**src/include/mccrtc_cfg.svh**
```systemverilog
// Register offsets, field positions, reset values and timing counts.
`ifndef MCCRTC_CFG_SVH
`define MCCRTC_CFG_SVH

// ----------------------------------------------------------------------
// Register map
// ----------------------------------------------------------------------
// Printed offsets 2C and 2D are not both multiples of four: they are indices.
`define MCC_IDX_CCS      8'h2C
`define MCC_IDX_BEEP     8'h2D
`define MCC_ADDR_W       10
`define MCC_CCS_RESET    8'h00
`define MCC_BEEP_RESET   8'h00

// ----------------------------------------------------------------------
// Field positions
// ----------------------------------------------------------------------
`define MCC_CCS_CLKOUT   7
`define MCC_CCS_DIV_HI   6
`define MCC_CCS_DIV_LO   5
`define MCC_CCS_SLOW     4
`define MCC_CCS_TB_HI    3
`define MCC_CCS_TB_LO    2
`define MCC_CCS_OIE      1
`define MCC_CCS_OIF      0
`define MCC_BEEP_STRETCH 3
`define MCC_BEEP_ADCIE   2
`define MCC_BEEP_TONE_HI 1
`define MCC_BEEP_TONE_LO 0

// ----------------------------------------------------------------------
// Timing counts in oscillator cycles
// ----------------------------------------------------------------------
`define MCC_TB_PERIOD0   16000
`define MCC_TB_PERIOD1   32000
`define MCC_TB_PERIOD2   80000
`define MCC_TB_PERIOD3   200000
// Half periods of the tones with an 8 MHz oscillator (2k, 1k, 500 Hz).
`define MCC_BEEP_HALF1   2000
`define MCC_BEEP_HALF2   4000
`define MCC_BEEP_HALF3   8000

`endif

```
**src/include/mccrtc_pkg.sv**
```systemverilog
// Types shared by the main clock controller files.
package mccrtc_pkg;

    typedef enum logic [1:0] {
        MCCRTC_RUN   = 2'b00,
        MCCRTC_WAIT  = 2'b01,
        MCCRTC_AHALT = 2'b11,
        MCCRTC_HALT  = 2'b10
    } mccrtc_power_t;

    typedef struct packed {
        logic       clock_out_select;
        logic [1:0] slow_divider_sel;
        logic       slow_mode_select;
        logic [1:0] time_base_sel;
        logic       overflow_irq_enable;
        logic       overflow_flag;
    } mccrtc_ccs_t;

    typedef struct packed {
        logic [3:0] reserved;
        logic       adc_sample_stretch;
        logic       adc_irq_enable;
        logic [1:0] beep_tone_sel;
    } mccrtc_beep_t;

    typedef struct packed {
        logic       halt_req;
        logic       wake_req;
        logic       wake_halt;
        logic       wait_req;
    } mccrtc_pwr_cmd_t;

endpackage

```
**src/core/mccrtc_main_clock_rtc.sv**
```systemverilog
// Main clock controller: CPU prescaler, clock out, time base and beeper.
//
// Overview of operation
// - Slow divider field selects CPU divide by 2, 4, 8 or 16.
// - Slow select clear gives oscillator clock; set gives divided clock.
// - Clock-out select drives oscillator clock divided by 2 on the clock-out pin.
// - Clock-out stops toggling while in Active Halt.
// - Time base field picks period 16000, 32000, 80000 or 200000 cycles.
// - A new time base takes effect only at the end of the period.
// - Each elapsed period sets the overflow flag in bit 0.
// - Reading the control status register clears the flag; no write sets it.
// - Interrupt request while overflow flag and its enable are both set.
// - Halt with overflow enable set enters Active Halt, else full Halt.
// - Time base interrupt wakes Wait and Active Halt, not full Halt.
// - Active Halt keeps the counter running, registers hold.
// - Full Halt freezes counter and registers until a capable wake.
// - Beep field selects off, about 2 kHz, 1 kHz or 500 Hz square wave.
// - Beep keeps running in Active Halt.
// - Beep register bit 3 goes to the converter as sample stretch.
// - Beep register bit 2 goes to the converter as interrupt enable.
`include "mccrtc_cfg.svh"

module mccrtc_main_clock_rtc
    import mccrtc_pkg::*;
#(
    parameter int TB_W            = 18,
    parameter int TB_PERIOD0      = `MCC_TB_PERIOD0,
    parameter int TB_PERIOD1      = `MCC_TB_PERIOD1,
    parameter int TB_PERIOD2      = `MCC_TB_PERIOD2,
    parameter int TB_PERIOD3      = `MCC_TB_PERIOD3,
    parameter int BEEP_HALF1      = `MCC_BEEP_HALF1,
    parameter int BEEP_HALF2      = `MCC_BEEP_HALF2,
    parameter int BEEP_HALF3      = `MCC_BEEP_HALF3
) (
    // Clock and reset
    input  wire logic                   aclk,
    input  wire logic                   aresetn,
    // AXI4-Lite write address and data
    input  wire logic [`MCC_ADDR_W-1:0] s_axi_awaddr,
    input  wire logic                   s_axi_awvalid,
    output logic                        s_axi_awready,
    input  wire logic [31:0]            s_axi_wdata,
    input  wire logic [3:0]             s_axi_wstrb,
    input  wire logic                   s_axi_wvalid,
    output logic                        s_axi_wready,
    // AXI4-Lite write response
    output logic [1:0]                  s_axi_bresp,
    output logic                        s_axi_bvalid,
    input  wire logic                   s_axi_bready,
    // AXI4-Lite read
    input  wire logic [`MCC_ADDR_W-1:0] s_axi_araddr,
    input  wire logic                   s_axi_arvalid,
    output logic                        s_axi_arready,
    output logic [31:0]                 s_axi_rdata,
    output logic [1:0]                  s_axi_rresp,
    output logic                        s_axi_rvalid,
    input  wire logic                   s_axi_rready,
    // Power mode commands from the core
    input  wire mccrtc_pwr_cmd_t        pwr_cmd,
    // Clock outputs
    output logic                        cpu_clk_en,
    output logic                        clock_out_pin_o,
    output logic                        clock_out_pin_oe,
    output logic                        beep_pin_o,
    output logic                        beep_pin_oe,
    // Status and side controls
    output logic                        overflow_irq,
    output logic                        active_halt,
    output logic                        full_halt,
    output logic                        adc_sample_stretch,
    output logic                        adc_irq_enable
);

    // ------------------------------------------------------------------
    // Registers
    // ------------------------------------------------------------------
    mccrtc_ccs_t   ccs_reg;
    mccrtc_beep_t  beep_reg;
    mccrtc_power_t pwr_reg;
    mccrtc_power_t pwr_next;
    logic [1:0]    tb_act_reg;
    logic [3:0]    pre_reg;
    logic          cpu_en_reg;
    logic          clk_out_reg;
    logic          irq_reg;
    logic          aw_hold_reg;
    logic          w_hold_reg;
    logic [`MCC_ADDR_W-1:0] awaddr_reg;
    logic [31:0]   wdata_reg;
    logic [3:0]    wstrb_reg;
    logic          bvalid_reg;
    logic          rvalid_reg;
    logic [31:0]   rdata_reg;
    logic [1:0]    bresp_reg;
    logic [1:0]    rresp_reg;

    // ------------------------------------------------------------------
    // Bus decode
    // ------------------------------------------------------------------
    logic          wr_fire;
    logic          rd_fire;
    logic          wr_ccs;
    logic          wr_beep;
    logic          wr_ok;
    logic          rd_ccs;
    logic          rd_beep;
    logic          rd_ok;
    logic          regs_frozen;
    logic [31:0]   rd_word;

    assign s_axi_awready = !aw_hold_reg && !bvalid_reg;
    assign s_axi_wready  = !w_hold_reg && !bvalid_reg;
    assign s_axi_arready = !rvalid_reg;
    assign s_axi_bvalid  = bvalid_reg;
    assign s_axi_bresp   = bresp_reg;
    assign s_axi_rvalid  = rvalid_reg;
    assign s_axi_rdata   = rdata_reg;
    assign s_axi_rresp   = rresp_reg;

    // Registers hold in either halt; a bus access then still answers.
    assign regs_frozen = (pwr_reg == MCCRTC_AHALT)
                      || (pwr_reg == MCCRTC_HALT);

    assign wr_fire = aw_hold_reg && w_hold_reg && !bvalid_reg;
    assign wr_ccs  = awaddr_reg == {`MCC_IDX_CCS, 2'b00};
    assign wr_beep = awaddr_reg == {`MCC_IDX_BEEP, 2'b00};
    assign wr_ok   = wr_ccs || wr_beep;
    assign rd_fire = s_axi_arvalid && !rvalid_reg;
    assign rd_ccs  = s_axi_araddr == {`MCC_IDX_CCS, 2'b00};
    assign rd_beep = s_axi_araddr == {`MCC_IDX_BEEP, 2'b00};
    assign rd_ok   = rd_ccs || rd_beep;
    assign rd_word = rd_ccs  ? {24'h00_0000, ccs_reg} :
                     rd_beep ? {24'h00_0000, beep_reg} : 32'h0000_0000;

    always_ff @(posedge aclk) begin
        if (!aresetn) begin
            aw_hold_reg <= 1'b0;
            w_hold_reg  <= 1'b0;
            awaddr_reg  <= '0;
            wdata_reg   <= 32'h0000_0000;
            wstrb_reg   <= 4'h0;
            bvalid_reg  <= 1'b0;
            bresp_reg   <= 2'b00;
        end else begin
            if (s_axi_awvalid && s_axi_awready) begin
                aw_hold_reg <= 1'b1;
                awaddr_reg  <= s_axi_awaddr;
            end
            if (s_axi_wvalid && s_axi_wready) begin
                w_hold_reg <= 1'b1;
                wdata_reg  <= s_axi_wdata;
                wstrb_reg  <= s_axi_wstrb;
            end
            if (wr_fire) begin
                aw_hold_reg <= 1'b0;
                w_hold_reg  <= 1'b0;
                bvalid_reg  <= 1'b1;
                bresp_reg   <= wr_ok ? 2'b00 : 2'b10;
            end else if (bvalid_reg && s_axi_bready) begin
                bvalid_reg <= 1'b0;
            end
        end
    end

    always_ff @(posedge aclk) begin
        if (!aresetn) begin
            rvalid_reg <= 1'b0;
            rdata_reg  <= 32'h0000_0000;
            rresp_reg  <= 2'b00;
        end else if (rd_fire) begin
            rvalid_reg <= 1'b1;
            rdata_reg  <= rd_word;
            rresp_reg  <= rd_ok ? 2'b00 : 2'b10;
        end else if (rvalid_reg && s_axi_rready) begin
            rvalid_reg <= 1'b0;
        end
    end

    // ------------------------------------------------------------------
    // Power mode tracking
    // ------------------------------------------------------------------
    logic tb_run;
    logic tb_wrap;
    logic tb_last;
    logic [TB_W-1:0] tb_half;

    always_comb begin
        pwr_next = pwr_reg;
        unique case (pwr_reg)
            MCCRTC_RUN: begin
                if (pwr_cmd.halt_req)
                    pwr_next = ccs_reg.overflow_irq_enable
                             ? MCCRTC_AHALT : MCCRTC_HALT;
                else if (pwr_cmd.wait_req)
                    pwr_next = MCCRTC_WAIT;
            end
            MCCRTC_WAIT: begin
                if (pwr_cmd.wake_req || irq_reg)
                    pwr_next = MCCRTC_RUN;
            end
            MCCRTC_AHALT: begin
                if (pwr_cmd.wake_halt || pwr_cmd.wake_req || irq_reg)
                    pwr_next = MCCRTC_RUN;
            end
            MCCRTC_HALT: begin
                // The time base cannot raise a request here: it is frozen.
                if (pwr_cmd.wake_halt)
                    pwr_next = MCCRTC_RUN;
            end
        endcase
    end

    always_ff @(posedge aclk) begin
        if (!aresetn)
            pwr_reg <= MCCRTC_RUN;
        else
            pwr_reg <= pwr_next;
    end

    // ------------------------------------------------------------------
    // Control status and beep registers
    // ------------------------------------------------------------------
    logic oif_clear;

    assign oif_clear = rd_fire && rd_ccs;

    always_ff @(posedge aclk) begin
        if (!aresetn) begin
            ccs_reg  <= `MCC_CCS_RESET;
            beep_reg <= `MCC_BEEP_RESET;
        end else begin
            if (wr_fire && wr_ccs && wstrb_reg[0] && !regs_frozen)
                ccs_reg[7:1] <= wdata_reg[7:1];
            if (wr_fire && wr_beep && wstrb_reg[0] && !regs_frozen)
                beep_reg <= {4'h0, wdata_reg[3:0]};
            // Set beats the read clear.
            if (tb_wrap)
                ccs_reg.overflow_flag <= 1'b1;
            else if (oif_clear)
                ccs_reg.overflow_flag <= 1'b0;
        end
    end

    // ------------------------------------------------------------------
    // Time base
    // ------------------------------------------------------------------
    // The selection in use is sampled only at wrap to avoid a time shift.
    assign tb_run  = (pwr_reg != MCCRTC_HALT);
    assign tb_half = (tb_act_reg == 2'b00) ? TB_W'(TB_PERIOD0) :
                     (tb_act_reg == 2'b01) ? TB_W'(TB_PERIOD1) :
                     (tb_act_reg == 2'b10) ? TB_W'(TB_PERIOD2) :
                                             TB_W'(TB_PERIOD3);

    mccrtc_divider #(
        .CNT_W       (TB_W)
    ) u_time_base (
        .aclk        (aclk),
        .aresetn     (aresetn),
        .run         (tb_run),
        .enable      (1'b1),
        .half_period (tb_half),
        .wave        (),
        .wrap        (tb_wrap)
    );

    assign tb_last = tb_wrap;

    always_ff @(posedge aclk) begin
        if (!aresetn)
            tb_act_reg <= 2'b00;
        else if (tb_last)
            tb_act_reg <= ccs_reg.time_base_sel;
    end

    always_ff @(posedge aclk) begin
        if (!aresetn)
            irq_reg <= 1'b0;
        else
            irq_reg <= ccs_reg.overflow_flag
                    && ccs_reg.overflow_irq_enable;
    end

    // ------------------------------------------------------------------
    // CPU prescaler and clock out
    // ------------------------------------------------------------------
    logic [3:0] pre_mask;
    logic       pre_tick;

    assign pre_mask = (ccs_reg.slow_divider_sel == 2'b00) ? 4'h1 :
                      (ccs_reg.slow_divider_sel == 2'b01) ? 4'h3 :
                      (ccs_reg.slow_divider_sel == 2'b10) ? 4'h7 :
                                                            4'hF;
    assign pre_tick = (pre_reg & pre_mask) == pre_mask;

    always_ff @(posedge aclk) begin
        if (!aresetn) begin
            pre_reg     <= 4'h0;
            cpu_en_reg  <= 1'b1;
            clk_out_reg <= 1'b0;
        end else begin
            pre_reg     <= pre_reg + 4'h1;
            cpu_en_reg  <= !ccs_reg.slow_mode_select || pre_tick;
            clk_out_reg <= ccs_reg.clock_out_select
                        && (pwr_reg != MCCRTC_AHALT)
                        && !clk_out_reg;
        end
    end

    // ------------------------------------------------------------------
    // Beeper
    // ------------------------------------------------------------------
    logic [13:0] beep_half;
    logic        beep_wave;
    logic        beep_on;

    assign beep_on   = beep_reg.beep_tone_sel != 2'b00;
    assign beep_half = (beep_reg.beep_tone_sel == 2'b01) ? 14'(BEEP_HALF1) :
                       (beep_reg.beep_tone_sel == 2'b10) ? 14'(BEEP_HALF2) :
                                                           14'(BEEP_HALF3);

    // Runs in every mode except full halt, where the oscillator stops.
    mccrtc_divider #(
        .CNT_W       (14)
    ) u_beep (
        .aclk        (aclk),
        .aresetn     (aresetn),
        .run         (tb_run),
        .enable      (beep_on),
        .half_period (beep_half),
        .wave        (beep_wave),
        .wrap        ()
    );

    // ------------------------------------------------------------------
    // Registered outputs
    // ------------------------------------------------------------------
    always_ff @(posedge aclk) begin
        if (!aresetn) begin
            clock_out_pin_oe   <= 1'b0;
            beep_pin_o         <= 1'b0;
            beep_pin_oe        <= 1'b0;
            active_halt        <= 1'b0;
            full_halt          <= 1'b0;
            adc_sample_stretch <= 1'b0;
            adc_irq_enable     <= 1'b0;
        end else begin
            clock_out_pin_oe   <= ccs_reg.clock_out_select;
            beep_pin_o         <= beep_wave;
            beep_pin_oe        <= beep_on;
            active_halt        <= pwr_next == MCCRTC_AHALT;
            full_halt          <= pwr_next == MCCRTC_HALT;
            adc_sample_stretch <= beep_reg.adc_sample_stretch;
            adc_irq_enable     <= beep_reg.adc_irq_enable;
        end
    end

    assign cpu_clk_en      = cpu_en_reg;
    assign clock_out_pin_o = clk_out_reg;
    assign overflow_irq    = irq_reg;

    // ------------------------------------------------------------------
    // Assertions
    // ------------------------------------------------------------------
    a_flag_sets_on_wrap: assert property (@(posedge aclk) disable iff (!aresetn)
        tb_wrap |=> ccs_reg.overflow_flag)
        else $error("overflow flag not set after wrap");
    a_read_clears_flag: assert property (@(posedge aclk) disable iff (!aresetn)
        oif_clear && !tb_wrap |=> !ccs_reg.overflow_flag)
        else $error("read did not clear flag");
    a_irq_follows_flag: assert property (@(posedge aclk) disable iff (!aresetn)
        ccs_reg.overflow_flag && ccs_reg.overflow_irq_enable |=> irq_reg)
        else $error("irq missing");
    a_halt_entry_kind: assert property (@(posedge aclk) disable iff (!aresetn)
        pwr_reg == MCCRTC_RUN && pwr_cmd.halt_req
        |=> pwr_reg == (ccs_reg.overflow_irq_enable ? MCCRTC_AHALT
                        : MCCRTC_HALT) || $past(wr_fire))
        else $error("wrong halt mode");
    a_halt_no_rtc_wake: assert property (@(posedge aclk) disable iff (!aresetn)
        pwr_reg == MCCRTC_HALT && !pwr_cmd.wake_halt |=> pwr_reg == MCCRTC_HALT)
        else $error("left halt without capable wake");
    a_halt_freezes_tb: assert property (@(posedge aclk) disable iff (!aresetn)
        pwr_reg == MCCRTC_HALT |-> !tb_wrap)
        else $error("time base ran in halt");
    a_clkout_stops: assert property (@(posedge aclk) disable iff (!aresetn)
        pwr_reg == MCCRTC_AHALT |=> !clk_out_reg)
        else $error("clock out toggled in active halt");
    a_fast_mode_clk: assert property (@(posedge aclk) disable iff (!aresetn)
        !ccs_reg.slow_mode_select |=> cpu_en_reg)
        else $error("cpu clock gated in normal mode");
    a_beep_reserved: assert property (@(posedge aclk) disable iff (!aresetn)
        beep_reg.reserved == 4'h0)
        else $error("reserved beep bits set");
    c_overflow_read: cover property (@(posedge aclk) tb_wrap ##[1:20] oif_clear);
    c_active_halt: cover property (@(posedge aclk) pwr_reg == MCCRTC_AHALT);
    c_wake_irq: cover property (@(posedge aclk)
        pwr_reg == MCCRTC_AHALT && irq_reg ##1 pwr_reg == MCCRTC_RUN);

endmodule

```
**src/core/mccrtc_divider.sv**
```systemverilog
// Free dividing counter that toggles a square wave at a given half period.
`include "mccrtc_cfg.svh"

module mccrtc_divider
    import mccrtc_pkg::*;
#(
    parameter int CNT_W = 18
) (
    // Clock and reset
    input  wire logic             aclk,
    input  wire logic             aresetn,
    // Control
    input  wire logic             run,
    input  wire logic             enable,
    input  wire logic [CNT_W-1:0] half_period,
    // Status
    output logic                  wave,
    output logic                  wrap
);

    logic [CNT_W-1:0] cnt_reg;
    logic [CNT_W-1:0] cnt_next;
    logic             wave_reg;
    logic             last_w;

    assign last_w   = (cnt_reg >= half_period - CNT_W'(1));
    assign cnt_next = !enable ? '0 :
                      !run    ? cnt_reg :
                      last_w  ? '0 : cnt_reg + CNT_W'(1);
    assign wave = wave_reg;
    assign wrap = enable && run && last_w;

    always_ff @(posedge aclk) begin
        if (!aresetn) begin
            cnt_reg  <= '0;
            wave_reg <= 1'b0;
        end else begin
            cnt_reg  <= cnt_next;
            wave_reg <= !enable ? 1'b0 : (wrap ? ~wave_reg : wave_reg);
        end
    end

endmodule

```
**config.mk**
```make
export PLATFORM = sky130hd
export DESIGN_NAME = mccrtc_main_clock_rtc
export DESIGN_NICKNAME = d
export VERILOG_FILES = /design/src/include/mccrtc_pkg.sv /design/src/core/mccrtc_main_clock_rtc.sv /design/src/core/mccrtc_divider.sv
export VERILOG_INCLUDE_DIRS = /design/src /design/src/include
export SDC_FILE = /design/constraint.sdc
export NUM_CORES = 1
export LEC_CHECK = 0
export ABC_AREA = 1
export BUFFER_PORTS_ARGS = -buffer_cell sky130_fd_sc_hd__clkbuf_2
export CAP_MARGIN = 20
export CORE_MARGIN = 2
export CORE_UTILIZATION = 40
export DETAILED_ROUTE_END_ITERATION = 10
export GPL_TIMING_DRIVEN = 0
export HOLD_SLACK_MARGIN = 0.03
export SETUP_SLACK_MARGIN = 0.2
export SLEW_MARGIN = 20
export SYNTH_ARGS = -nofsm -noshare
export SYNTH_HDL_FRONTEND = slang
export SYNTH_SLANG_ARGS = --single-unit
```
**constraint.sdc**
```tcl
create_clock -name aclk -period 4.6 [get_ports aclk]
set_clock_uncertainty 0.2 [all_clocks]
set_input_delay 0.23 -clock aclk [delete_from_list [all_inputs] [get_ports aclk]]
set_output_delay 0.23 -clock aclk [all_outputs]
set_load 0.02 [all_outputs]
```
# Yosys cells after proc, flatten, opt, wreduce, memory -nomap -nowiden
# Cells that the tools add are included.
# W data, S select, Z words.
[totals] register_bits=122 latchBits=0 ramBits=0 romBits=0 input_bits=67 out_inout_bits=51 elab_cells=135 memories=0
[op_classes] addsub=5 mul=0 n_div=0 n_lt_le_gt_ge=2 eq_ne=18 n_shift=0 mux=27 bitwise=3 reduce_logical=45
[op_table] op="$mux W18" n=4
[op_table] op="$eq A10 B8 Y1 const B" n=4
[op_table] op="$mux W13" n=2
[op_table] op="$logic_and A1 B1 Y1" n=22
[op_table] op="$add A18 B1 Y18 const B" n=1
[op_table] op="$ge A18 B18 Y1" n=1
[op_table] op="$sub A18 B1 Y18 const B" n=1
[op_table] op="$mux W4" n=4
[op_table] op="$add A14 B1 Y14 const B" n=1
[op_table] op="$eq A2 B2 Y1 const B" n=7
[op_table] op="$ge A14 B14 Y1" n=1
[op_table] op="$mux W14" n=1
[op_table] op="$mux W2" n=7
[op_table] op="$sub A13 B1 Y14 const B" n=1
[op_table] op="$eq A2 B1 Y1 const B" n=4
[op_table] op="$mux W8" n=1
[op_table] op="$pmux W2 S4" n=1
[op_table] op="$reduce_bool A2 Y1" n=4
[op_table] op="$logic_not A1 Y1" n=7
[op_table] op="$logic_or A1 B1 Y1" n=7
[op_table] op="$mux W1" n=7
[op_table] op="$logic_not A2 Y1" n=3
[op_table] op="$add A4 B1 Y4 const B" n=1
[op_table] op="$and A4 B4 Y4" n=1
[op_table] op="other kinds (5)" n=7

# Longest topological paths before layout
# Gate-level depths: netlist (run 1).
[logic_depth] word_depth=8 ltp_mapped=13

# Hierarchy
# A second synthesis (run 1) with hierarchy kept.
[unflattened] cells_unflattened=844 hier_area_um2=6020.8
[modules_own_cells] mod="mccrtc_main_clock_rtc" instances=1 cells_each=374 area_each_um2=2742.6
[modules_own_cells] mod="mccrtc_divider at u_time_base" instances=1 cells_each=267 area_each_um2=1841.8
[modules_own_cells] mod="mccrtc_divider at u_beep" instances=1 cells_each=203 area_each_um2=1436.4

# Least setup slack after synthesis (run 1)
# No wires, ideal clock.
[synth_path] path_type="register -> register" start="register beep_reg[0] in the netlist's numbering" end="register u_beep.cnt_reg[0]" setup_ns=0.116 t_arrival_ns=1.790 required_time_ns=4.284 path_slack_ns=2.494 path_stages_with_launch=14 path_buffers=1 synth_period_minus_slack_ns=2.106 cell_sequence="dfxtp_1 inv_1 ha_1 ha_1 inv_1 nor2_1 nand3_1 nor2_1 nand2_1 nand2_1 nand2_1 nand2_1 buf_6 nor2_1"
[synth_via] elab_chain_cells=6 word_cells_on_any_way=9 cone_classes="1 x add/sub; 1 x order compare; 2 x eq/ne; 3 x mux; 2 x reduce/logical"
[synth_lines] element="start, declared" line="mccrtc_main_clock_rtc.sv:78" source="mccrtc_beep_t beep_reg;"
[synth_lines] element="start signal, assigned" line="mccrtc_main_clock_rtc.sv:230" source="beep_reg <= `MCC_BEEP_RESET;"
[synth_lines] element="start signal, assigned" line="mccrtc_main_clock_rtc.sv:235" source="beep_reg <= {4'h0, wdata_reg[3:0]};"
[synth_lines] element="$eq A2 B2 Y1" line="mccrtc_main_clock_rtc.sv:318" source="(beep_reg.beep_tone_sel == 2'b10) ? 14'(BEEP_HALF2) :"
[synth_lines] element="$mux W13" line="mccrtc_main_clock_rtc.sv:318"
[synth_lines] element="$mux W13" line="mccrtc_main_clock_rtc.sv:317" source="assign beep_half = (beep_reg.beep_tone_sel == 2'b01) ? 14'(BEEP_HALF1) :"
[synth_lines] element="$sub A13 B1 Y14" line="mccrtc_divider.sv:26" source="assign last_w = (cnt_reg >= half_period - CNT_W'(1));"
[synth_lines] element="$ge A14 B14 Y1" line="mccrtc_divider.sv:26"
[synth_lines] element="$mux W14" line="mccrtc_divider.sv:29" source="last_w ? '0 : cnt_reg + CNT_W'(1);"
[synth_lines] element="end signal, assigned" line="mccrtc_divider.sv:38" source="cnt_reg <= cnt_next;"
[synth_lines] element="end, declared" line="mccrtc_divider.sv:21" source="logic [CNT_W-1:0] cnt_reg;"
# Several ways; a longest one is shown, not always the timed one.
# A chain may end at the register's enable or synchronous reset.

# Final worst setup path (run 1)
[layout_path] start="register beep_reg[0] in the netlist's numbering" end="register u_beep.cnt_reg[11]"
# The elaborated chain is that of the path after synthesis.

==> results of run 1 <==
-- cell usage after synthesis, drive strengths merged, types with 2 or more instances --
cell type,number
clkinv,2
xnor2,9
nand3,34
inv,71
a21oi,37
nand2,102
ha,24
or2,5
buf,34
nand4,19
o211ai,2
clkbuf,6
xor2,14
nor3,11
dfxtp,96
nor2,120
o21ai,37
-- report_power, final --
group	switching (W)	total, W	leakage [nW]	internal, W
Combinational	0.000123	0.000206	1.77	0.0000831
Clock	0.000335	0.000780	0.152	0.000445
Sequential	0.0000200	0.000883	0.781	0.000863
Total	0.000479	0.00187	2.70	0.00139
-- metal layers --
layer	vias to the layer above	GRT usage, %
met5	-	0
met2	66	30.7
met4	0	6.42
li1	2214	-
met3	9	3.02
met1	1910	19.7
-- worst paths after layout --
path / startpoint / endpoint / cells past startpoint / slack, ps
worst max-delay path: beep_reg[0] / u_beep.cnt_reg[11] / 12 / 2150
worst min-delay path: s_axi_araddr[1] / s_axi_rresp[1] / 5 / 60
worst max register to register: beep_reg[0] / u_beep.cnt_reg[11] / 12 / 2150
worst min register to register: clock_out_pin_o / clock_out_pin_o / 1 / 220
-- worst min-delay path, delay by kind of cell --
family / cells / cell delay (ps)
buf+inv: 2 / 150
compound gates: 1 / 70
simple gates: 2 / 140
-- per-stage QoR --
stage	instance area, um2	setup slack (ps)	hold WS, ps	util (%)
2_1_floorplan	4820	2490	193	-
3_3_place_gp	5320	2210	213	46.4
3_5_place_dp	5320	2170	215	46.4
4_1_cts	5860	2150	56.3	51.1
5_1_grt	5860	1940	90.3	51.1
6_report	5860	2150	64.1	51.1
-- layout make-up --
type | instances | area [um2] | share of cell area (%)
buffer | 40 | 274 | 4.67
multi-input combinational | 447 | 2350 | 40.1
clock buffer | 10 | 239 | 4.08
tap | 143 | 179 | 3.05
sequential | 96 | 1920 | 32.8
clock inverter | 6 | 75.1 | 1.28
timing repair buffer | 87 | 551 | 9.39
inverter | 73 | 274 | 4.67
-- logic make-up (layout without fill, tap and decap cells) --
family	count (synthesis)	in the layout	synth area share, %
simple gates	291	291	27.6
buf+inv	113	216	11.6
flops	96	96	40.7
compound gates	81	81	9.14
fa+ha+maj	24	24	6.36
xor+xnor	23	23	4.27
other cells	1	27	0.0794
mux	1	1	0.212
-- cell usage in the layout, fill, tap and decap left out, types with 3 or more instances in the layout --
cell | Yosys | layout
a21oi_1 | 35 | 35
nand3_1 | 32 | 32
nor2_1 | 112 | 112
nor3_2 | 3 | 3
clkbuf_1 | 6 | 6
nor3_1 | 7 | 7
buf_4 | 26 | 26
xor2_1 | 14 | 14
ha_1 | 24 | 24
nor2_4 | 3 | 3
nand4_1 | 19 | 19
buf_6 | 3 | 3
xnor2_1 | 9 | 9
nand2_1 | 97 | 97
o21ai_0 | 37 | 37
conb_1 | 1 | 27
dfxtp_1 | 96 | 96
clkbuf_2 | 0 | 64
nand2_2 | 3 | 3
dlygate4sd3_1 | 0 | 23
buf_2 | 3 | 3
inv_2 | 3 | 3
clkbuf_16 | 0 | 9
inv_1 | 68 | 68
nor2_2 | 5 | 5
==> impl_metrics.yaml, run 1 <==
global_routing:
  overflow: 0
  track_usage_pct: 16.9
  grt_pass1_vias: 3985
  antenna_found_initial: 0
  grt_pass1_wl_mm: 17.5
  grt_start_max_net_pins: 18
synth:
  synth_edf_count: 0
  post_synth.cell_area_avg_um2: 7.50
  synth_ff_type: "dfxtp_1"
  syn_inst: 630
  synth_top_cell_area_share_pct: 40.7
  seq_area_frac_synth_pct: 40.7
  syn_area_um2: 4720
  yosys_warnings: 0
  async_reset_ff_share_pct: 0
  synth_seq_cells: 96
  yosysUniqueCellTypes: 39
  synth.area.top_cells: "dfxtp_1 41%, nor2_1 8.9%, nand2_1 7.7%"
  synth_top_cell_by_area: "dfxtp_1"
worst_setup_path:
  start_kind: "flop"
  timing_worst_setup_path_type: "reg -> reg"
  end_kind: "flop"
  cpLargestDelayFamily: "adder cells"
  crit_buf_inv: 3
  path_max_fanout: 10
  required_ps: 4680
  crit_chain: "inv_1 -> ha_1 -> inv_1 -> ha_1 -> a21oi_1 -> nand2_1 -> a21oi_1 -> nand2_1 -> nand2_1 -> nand2_1 -> buf_6 -> nor2_1"
  crit_arrival_ps: 2530
  slowest_stage: "dfxtp_1"
  critPathMaxStageDelay_ps: 420
  worst_path_most_repeated_cell: "nand2_1"
timing:
  fmax_mhz: 409
  rsz0062_at_grt: "false"
  tns_ps: 0
  maxSlewHeadroom_pct: 63.7
  min_period_ps: 2450
  final_hold_viol_count: 0
  fin_crit_sh_pct: 53.2
  worst_slew_pin_slew_ps: 544
  setup_viol: 0
  slew_violations: 0
place:
  dp_cells: 863
  portBuffers: 64
  place_hpwl_mm: 7.98
  gp_congestion: 0.790
clock_tree:
  postCtsResizedCells: 0
  cts.sinks: 96
  post_cts_buffers: 0
  h-tree-depth: 3
  cts_buffer_depth: 2
  clock-root-buffer: "clkbuf_16"
  cts_tree: "done"
  numCtsBuffers: 9
  insertion_delay_ps: 340
  clkTransAtPathRegs_ps: 70
  cts.hold.buffers_added: 23
finish:
  antenna_cells: 0
  drive_above_1_share_pct: 18.3
  area_growth_pct: 24.2
  nets: 845
  final_cells: 902
  fillers: 1134
  largest_reg_flops: 18
floorplan:
  ios: 118
  initial_core_util_pct: 41.2
  dieWidth_um: 113
  num_rows: 39
  core_area_um2: 11500
  dieArea_um2: 12700
  die_h_um: 113
routing:
  met1_length_mm: 4.62
  wl_met2_mm: 5.26
  via_per_inst: 4.66
  highest_layer: "met4"
  drc: 0
  dr.first_iter.drc_count: 95
  dr.pass1.iters: 4
  detail_route.wl_per_cell_um: 11.5
  met3_length_um: 364
  num_vias: 4199
  totalWireLength_mm: 10.4
  ant_nets: 0
power:
  report.power.total_w: 0.00187
  vdd_drop_max_uv: 228
  leakage_nw: 2.70
  power.density_nw_per_um2: 319
min_path:
  hold_path.class: "in -> reg"
flow_run:
  maxCapViolCount: 0
outcome:
  status: "finished, final reports clean"
Note: power is estimated with default switching activity, not from simulation.
==> run 2: changes to the inputs <==
--- a/config.mk
+++ b/config.mk
@@ -14,6 +14,7 @@
 export DETAILED_ROUTE_END_ITERATION = 10
 export GPL_TIMING_DRIVEN = 0
 export HOLD_SLACK_MARGIN = 0.03
+export PLACE_DENSITY = 0.65
 export SETUP_SLACK_MARGIN = 0.2
 export SLEW_MARGIN = 20
 export SYNTH_ARGS = -nofsm -noshare
==> constraint.sdc (replaced) <==
create_clock -name aclk -period 2.2 [get_ports aclk]
set_clock_uncertainty 0.2 [all_clocks]
set_input_delay 0.11 -clock aclk [delete_from_list [all_inputs] [get_ports aclk]]
set_output_delay 0.11 -clock aclk [all_outputs]
set_load 0.02 [all_outputs]
==> run 2 against run 1 <==
  * Setup slack worse by 2100 ps
  * First-iteration DRC count up 36%
  * Core utilization up 4.5 points
  * Critical path depth up 1
  * Power up 100%
  * Worst hold slack worse by 16 ps
  * Die area unchanged
  * Sequential power up 110%
  * Sequential cell count unchanged
  * Critical endpoint is now u_beep.cnt_reg[9]
==> impl_metrics.yaml, run 2 (synthesis results as in run 1) <==
finish:
  final_cells: 926
  fin_util_pct: 55.7
  antenna_cells: 0
  drive_above_1_share_pct: 26.6
  most-common-layout-cells: "91 x nand2_1, 91 x dfxtp_1, 86 x nor2_1"
  multi_input_area_um2: 2620
  register_area_um2: 1940
  largest_reg_flops: 18
  fillers: 1008
  nets: 869
  area_growth_pct: 35.2
global_routing:
  top_usage_layer: "met2"
  grt_start_max_net_pins: 16
  use_met2_pct: 31.5
  antenna_found_initial: 0
  grtUsageMet3_pct: 3.89
  overflow: 0
  track_usage_pct: 17.6
  grt_pass1_wl_mm: 18.3
  grtUsageMet1_pct: 21.4
  grt_pass1_vias: 3961
timing:
  setup_viol: 0
  fmax_mhz: 475
  tns_ps: 0
  min_period_ps: 2100
  worst_slew_pin_slew_ps: 586
  maxSlewHeadroom_pct: 60.9
  fin_crit_sh_pct: 95.6
  rsz0062_at_grt: "true"
  final_hold_viol_count: 0
  slew_violations: 0
worst_setup_path:
  end_kind: "flop"
  start_kind: "flop"
  ff2ff_setup_slack_ps: 100
  crit_arrival_ps: 2130
  worstReg2RegEnd: "u_beep.cnt_reg[9]"
  timing.rr.start: "beep_reg[0]"
  path_max_fanout: 5
  timing_worst_setup_path_type: "reg -> reg"
  required_ps: 2230
  endpoint: "u_beep.cnt_reg[9]"
  rr_worst_depth: 13
  startpoint: "beep_reg[0]"
power:
  power.density_nw_per_um2: 592
  vdd_drop_max_uv: 414
  leakage_nw: 2.80
floorplan:
  ios: 118
  dieArea_um2: 12700
  num_rows: 39
  core_area_um2: 11500
  dieWidth_um: 113
  initial_core_util_pct: 41.2
  die_h_um: 113
routing:
  detail_route.wl_per_cell_um: 12.0
  totalWireLength_mm: 11.1
  dr.first_iter.drc_count: 129
  via_per_inst: 4.64
  dr.pass1.iters: 4
  ant_nets: 0
  num_vias: 4299
  drc: 0
min_path:
  hold_start: "s_axi_awvalid"
  hold_path.class: "in -> reg"
clock_tree:
  clkTransAtPathRegs_ps: 70
  cts_tree: "done"
  cts_buffer_depth: 2
  cts.sinks: 96
  clock-root-buffer: "clkbuf_16"
  numCtsBuffers: 9
  insertion_delay_ps: 340
  h-tree-depth: 3
place:
  place_hpwl_mm: 7.89
  portBuffers: 64
  gp_congestion: 0.809
  dp_cells: 863
outcome:
  status: "finished, final reports clean"
flow_run:
  maxCapViolCount: 0
[run 2: worst max-delay path, cell delays in order, from the launching register on]
cell	delay, ps
dfxtp_4	360
inv_4	40
ha_4	260
ha_4	280
inv_2	30
nor2_2	80
nand3_1	80
nor2_1	120
nand2_1	100
nand2_2	90
nand2_2	70
nand2_4	100
buf_8	140
nor2_2	30
[run 2: layer usage]
| metal | share of wire (%) | wire [um] |
|---|---|---|
| met1 | 44 | 4850 |
| met2 | 52 | 5730 |
| met3 | 3.8 | 424 |
| met4 | 1.1 | 119 |
| met5 | 0 | 0 |
[run 2: where the power goes]
| group | internal [W] | switching [W] |
|---|---|---|
| clock network | 0.000800 | 0.000654 |
| registers | 0.00180 | 0.0000416 |
| logic | 0.000204 | 0.000277 |
[run 2: worst min path at each step]
stage / depth (start not counted) / to
after CTS: 6 / s_axi_rresp[1]
after global placement: 3 / awaddr_reg[8]
after floorplan: 3 / s_axi_bvalid
after detailed placement: 4 / s_axi_bvalid
final: 4 / awaddr_reg[1]
after global routing: 6 / s_axi_rresp[1]
[run 2: area by class of cell]
class                      instances  share of cell area, %
timing repair buffer             111                   12.7
tap                              143                   2.80
multi-input combinational        447                   41.0
inverter                          73                   4.45
clock buffer                      12                   3.86
sequential                        96                   30.3
buffer                            40                   4.41
clock inverter                     4                  0.451
[run 2: repair_timing]
item,in CTS,in global routing
setup buffers,9,2
resized for setup,25,51
hold buffers,34,0
gates cloned,2,0
pin swaps,14,15
endpoints found under the setup margin,34,36
hold endpoints to repair,32,0
[run 2: metrics by stage]
step           hold WS, ps  instance area [um2]  worst slack [ps]  total power (W)
2_1_floorplan         73.3                 4840               222          0.00217
3_3_place_gp           161                 5340              44.9          0.00228
3_5_place_dp           166                 5340             -13.3          0.00229
4_1_cts               32.0                 6180               108          0.00379
5_1_grt               77.8                 6380              24.4          0.00394
6_report              48.6                 6380              96.9          0.00378
==> run 3: changes to the inputs <==
--- a/config.mk
+++ b/config.mk
@@ -10,11 +10,11 @@
 export BUFFER_PORTS_ARGS = -buffer_cell sky130_fd_sc_hd__clkbuf_2
 export CAP_MARGIN = 20
 export CORE_MARGIN = 2
-export CORE_UTILIZATION = 40
+export CORE_UTILIZATION = 48
 export DETAILED_ROUTE_END_ITERATION = 10
 export GPL_TIMING_DRIVEN = 0
 export HOLD_SLACK_MARGIN = 0.03
-export PLACE_DENSITY = 0.65
+export PLACE_DENSITY = 0.76
 export SETUP_SLACK_MARGIN = 0.2
 export SLEW_MARGIN = 20
 export SYNTH_ARGS = -nofsm -noshare
==> run 3 against run 2 <==
  * Via count grew 5.4%
  * Die area shrank 16%
  * Worst hold slack lost 5.1 ps
  * Fmax shrank 1.9%
  * Sequential share of layout area grew 0.40 points
  * Core utilization grew 9.7 points
  * Count of clock-buffer cells in the layout shrank 2
  * Non-clock buffer count grew 8
  * Routed wire length grew 5.8%
  * Critical path type unchanged
  * Largest cell class unchanged
  * Largest power group unchanged
  * Highest routed layer unchanged
==> impl_metrics.yaml, run 3 (synthesis results as in run 1) <==
outcome:
  status: "finished, final reports clean"
worst_setup_path:
  crit_arrival_ps: 2250
  required_ps: 2310
  crit_chain: "inv_4 -> ha_4 -> inv_4 -> ha_4 -> a21oi_2 -> nand2_1 -> a21oi_2 -> nand2_2 -> nand2_2 -> nand2_4 -> buf_6 -> nor2_2"
  critPathMaxStageDelay_ps: 370
  startpoint: "beep_reg[1]"
  ff2ff_setup_slack_ps: 60
  cpLargestDelayFamily: "adder cells"
  rr_worst_depth: 12
  worstReg2RegEnd: "u_beep.cnt_reg[5]"
  timing.rr.start: "beep_reg[1]"
  timing_worst_setup_path_type: "reg -> reg"
  slowest_stage: "dfxtp_2"
  path_depth: 12
  start_kind: "flop"
  endpoint: "u_beep.cnt_reg[5]"
  end_kind: "flop"
  path_max_fanout: 5
  crit_buf_inv: 3
clock_tree:
  clock-root-buffer: "clkbuf_8"
  cts_buffer_depth: 2
  h-tree-depth: 3
  cts_tree: "done"
  numCtsBuffers: 9
  clkTransAtPathRegs_ps: 100
  insertion_delay_ps: 370
  cts.sinks: 96
place:
  dp_cells: 853
  portBuffers: 64
  place_hpwl_mm: 7.79
  gp_congestion: 0.873
power:
  power.density_nw_per_um2: 546
  leakage_nw: 2.81
  vdd_drop_max_uv: 376
routing:
  via_per_inst: 4.90
  detail_route.wl_per_cell_um: 12.7
  ant_nets: 0
  drc: 0
  dr.first_iter.drc_count: 312
  num_vias: 4533
  dr.pass1.iters: 6
  totalWireLength_mm: 11.8
finish:
  antenna_cells: 0
  most-common-layout-cells: "90 x dfxtp_1, 89 x nor2_1, 87 x nand2_1"
  nets: 878
  drive_above_1_share_pct: 26.8
  area_growth_pct: 33.5
  layout_commonest_cell: "dfxtp_1"
  fillers: 829
  final_cells: 925
  largest_reg_flops: 18
timing:
  maxSlewHeadroom_pct: 61.1
  min_period_ps: 2140
  fmax_mhz: 466
  slew_violations: 0
  tns_ps: 0
  worst_slew_pin_slew_ps: 584
  setup_viol: 0
  rsz0062_at_grt: "true"
  fin_crit_sh_pct: 97.5
  final_hold_viol_count: 0
floorplan:
  num_rows: 36
  core_area_um2: 9640
  dieArea_um2: 10600
  ios: 118
  die_h_um: 103
  initial_core_util_pct: 49.0
  dieWidth_um: 103
global_routing:
  grt_start_max_net_pins: 19
  overflow: 0
  grt_pass1_vias: 4331
  grt_pass1_wl_mm: 19.0
  antenna_found_initial: 0
  track_usage_pct: 22.8
min_path:
  hold_path.class: "in -> reg"
  hold_start: "s_axi_awvalid"
flow_run:
  maxCapViolCount: 0
## run 3: worst min path at each step
stage / endpoint / slack, ps / cells past startpoint
floorplan: s_axi_bvalid / 70 / 3
global placement: awaddr_reg[9] / 160 / 3
detailed placement: s_axi_bvalid / 170 / 4
CTS: wdata_reg[6] / 30 / 5
global route: aw_hold_reg / 70 / 5
finish: aw_hold_reg / 40 / 5
## run 3: worst register-to-register path: stages, from the launching register on
cell and delay [ps]:
dfxtp_2 370, inv_4 50, ha_4 300, inv_4 40, ha_4 210, a21oi_2 130, nand2_1 90, a21oi_2 210
nand2_2 90, nand2_2 80, nand2_4 60, buf_6 160, nor2_2 80
## run 3: per-layer routing
metal | share of wire, % | track usage, % | vias up
li1 | - | - | 2285
met1 | 41 | 26.2 | 2096
met2 | 53 | 42.0 | 133
met3 | 4.3 | 4.10 | 19
met4 | 1.9 | 8.70 | 0
met5 | 0 | 0 | -
## run 3: report_power, final
part	switching (W)	leakage (nW)	internal (W)	total, W
Combinational	0.000285	1.93	0.000210	0.000495
Sequential	0.0000442	0.785	0.00180	0.00184
Clock	0.000666	0.0953	0.000440	0.00111
Total	0.000995	2.81	0.00245	0.00345
## run 3: timing repair
item | CTS | global route
setup endpoints to repair | 36 | 49
hold endpoints to repair | 36 | 3
hold buffers | 43 | 1
buffers inserted | 7 | 3
cloned | 3 | 0
pin swaps | 6 | 15
gates resized for setup | 26 | 53
## run 3: layout make-up
| cell class | instances | area, um2 | area share, % |
|---|---|---|---|
| inverter | 73 | 284 | 4.50 |
| clock buffer | 10 | 128 | 2.02 |
| clock inverter | 6 | 57.6 | 0.913 |
| tap | 133 | 166 | 2.64 |
| timing repair buffer | 119 | 852 | 13.5 |
| sequential | 96 | 1940 | 30.7 |
| buffer | 40 | 278 | 4.41 |
| multi-input combinational | 448 | 2600 | 41.3 |
## run 3: per-stage QoR
stage | worst slack [ps] | instance area, um2 | total power, W | utilization (%) | hold WS (ps)
floorplan | 222 | 4840 | 0.00217 | - | 73.3
global placement | 39.5 | 5330 | 0.00227 | 55.3 | 161
detailed placement | -47.8 | 5330 | 0.00228 | 55.3 | 173
CTS | 118 | 6110 | 0.00343 | 63.4 | 33.9
global route | -55.1 | 6300 | 0.00361 | 65.4 | 72.1
finish | 55.9 | 6300 | 0.00345 | 65.4 | 43.5
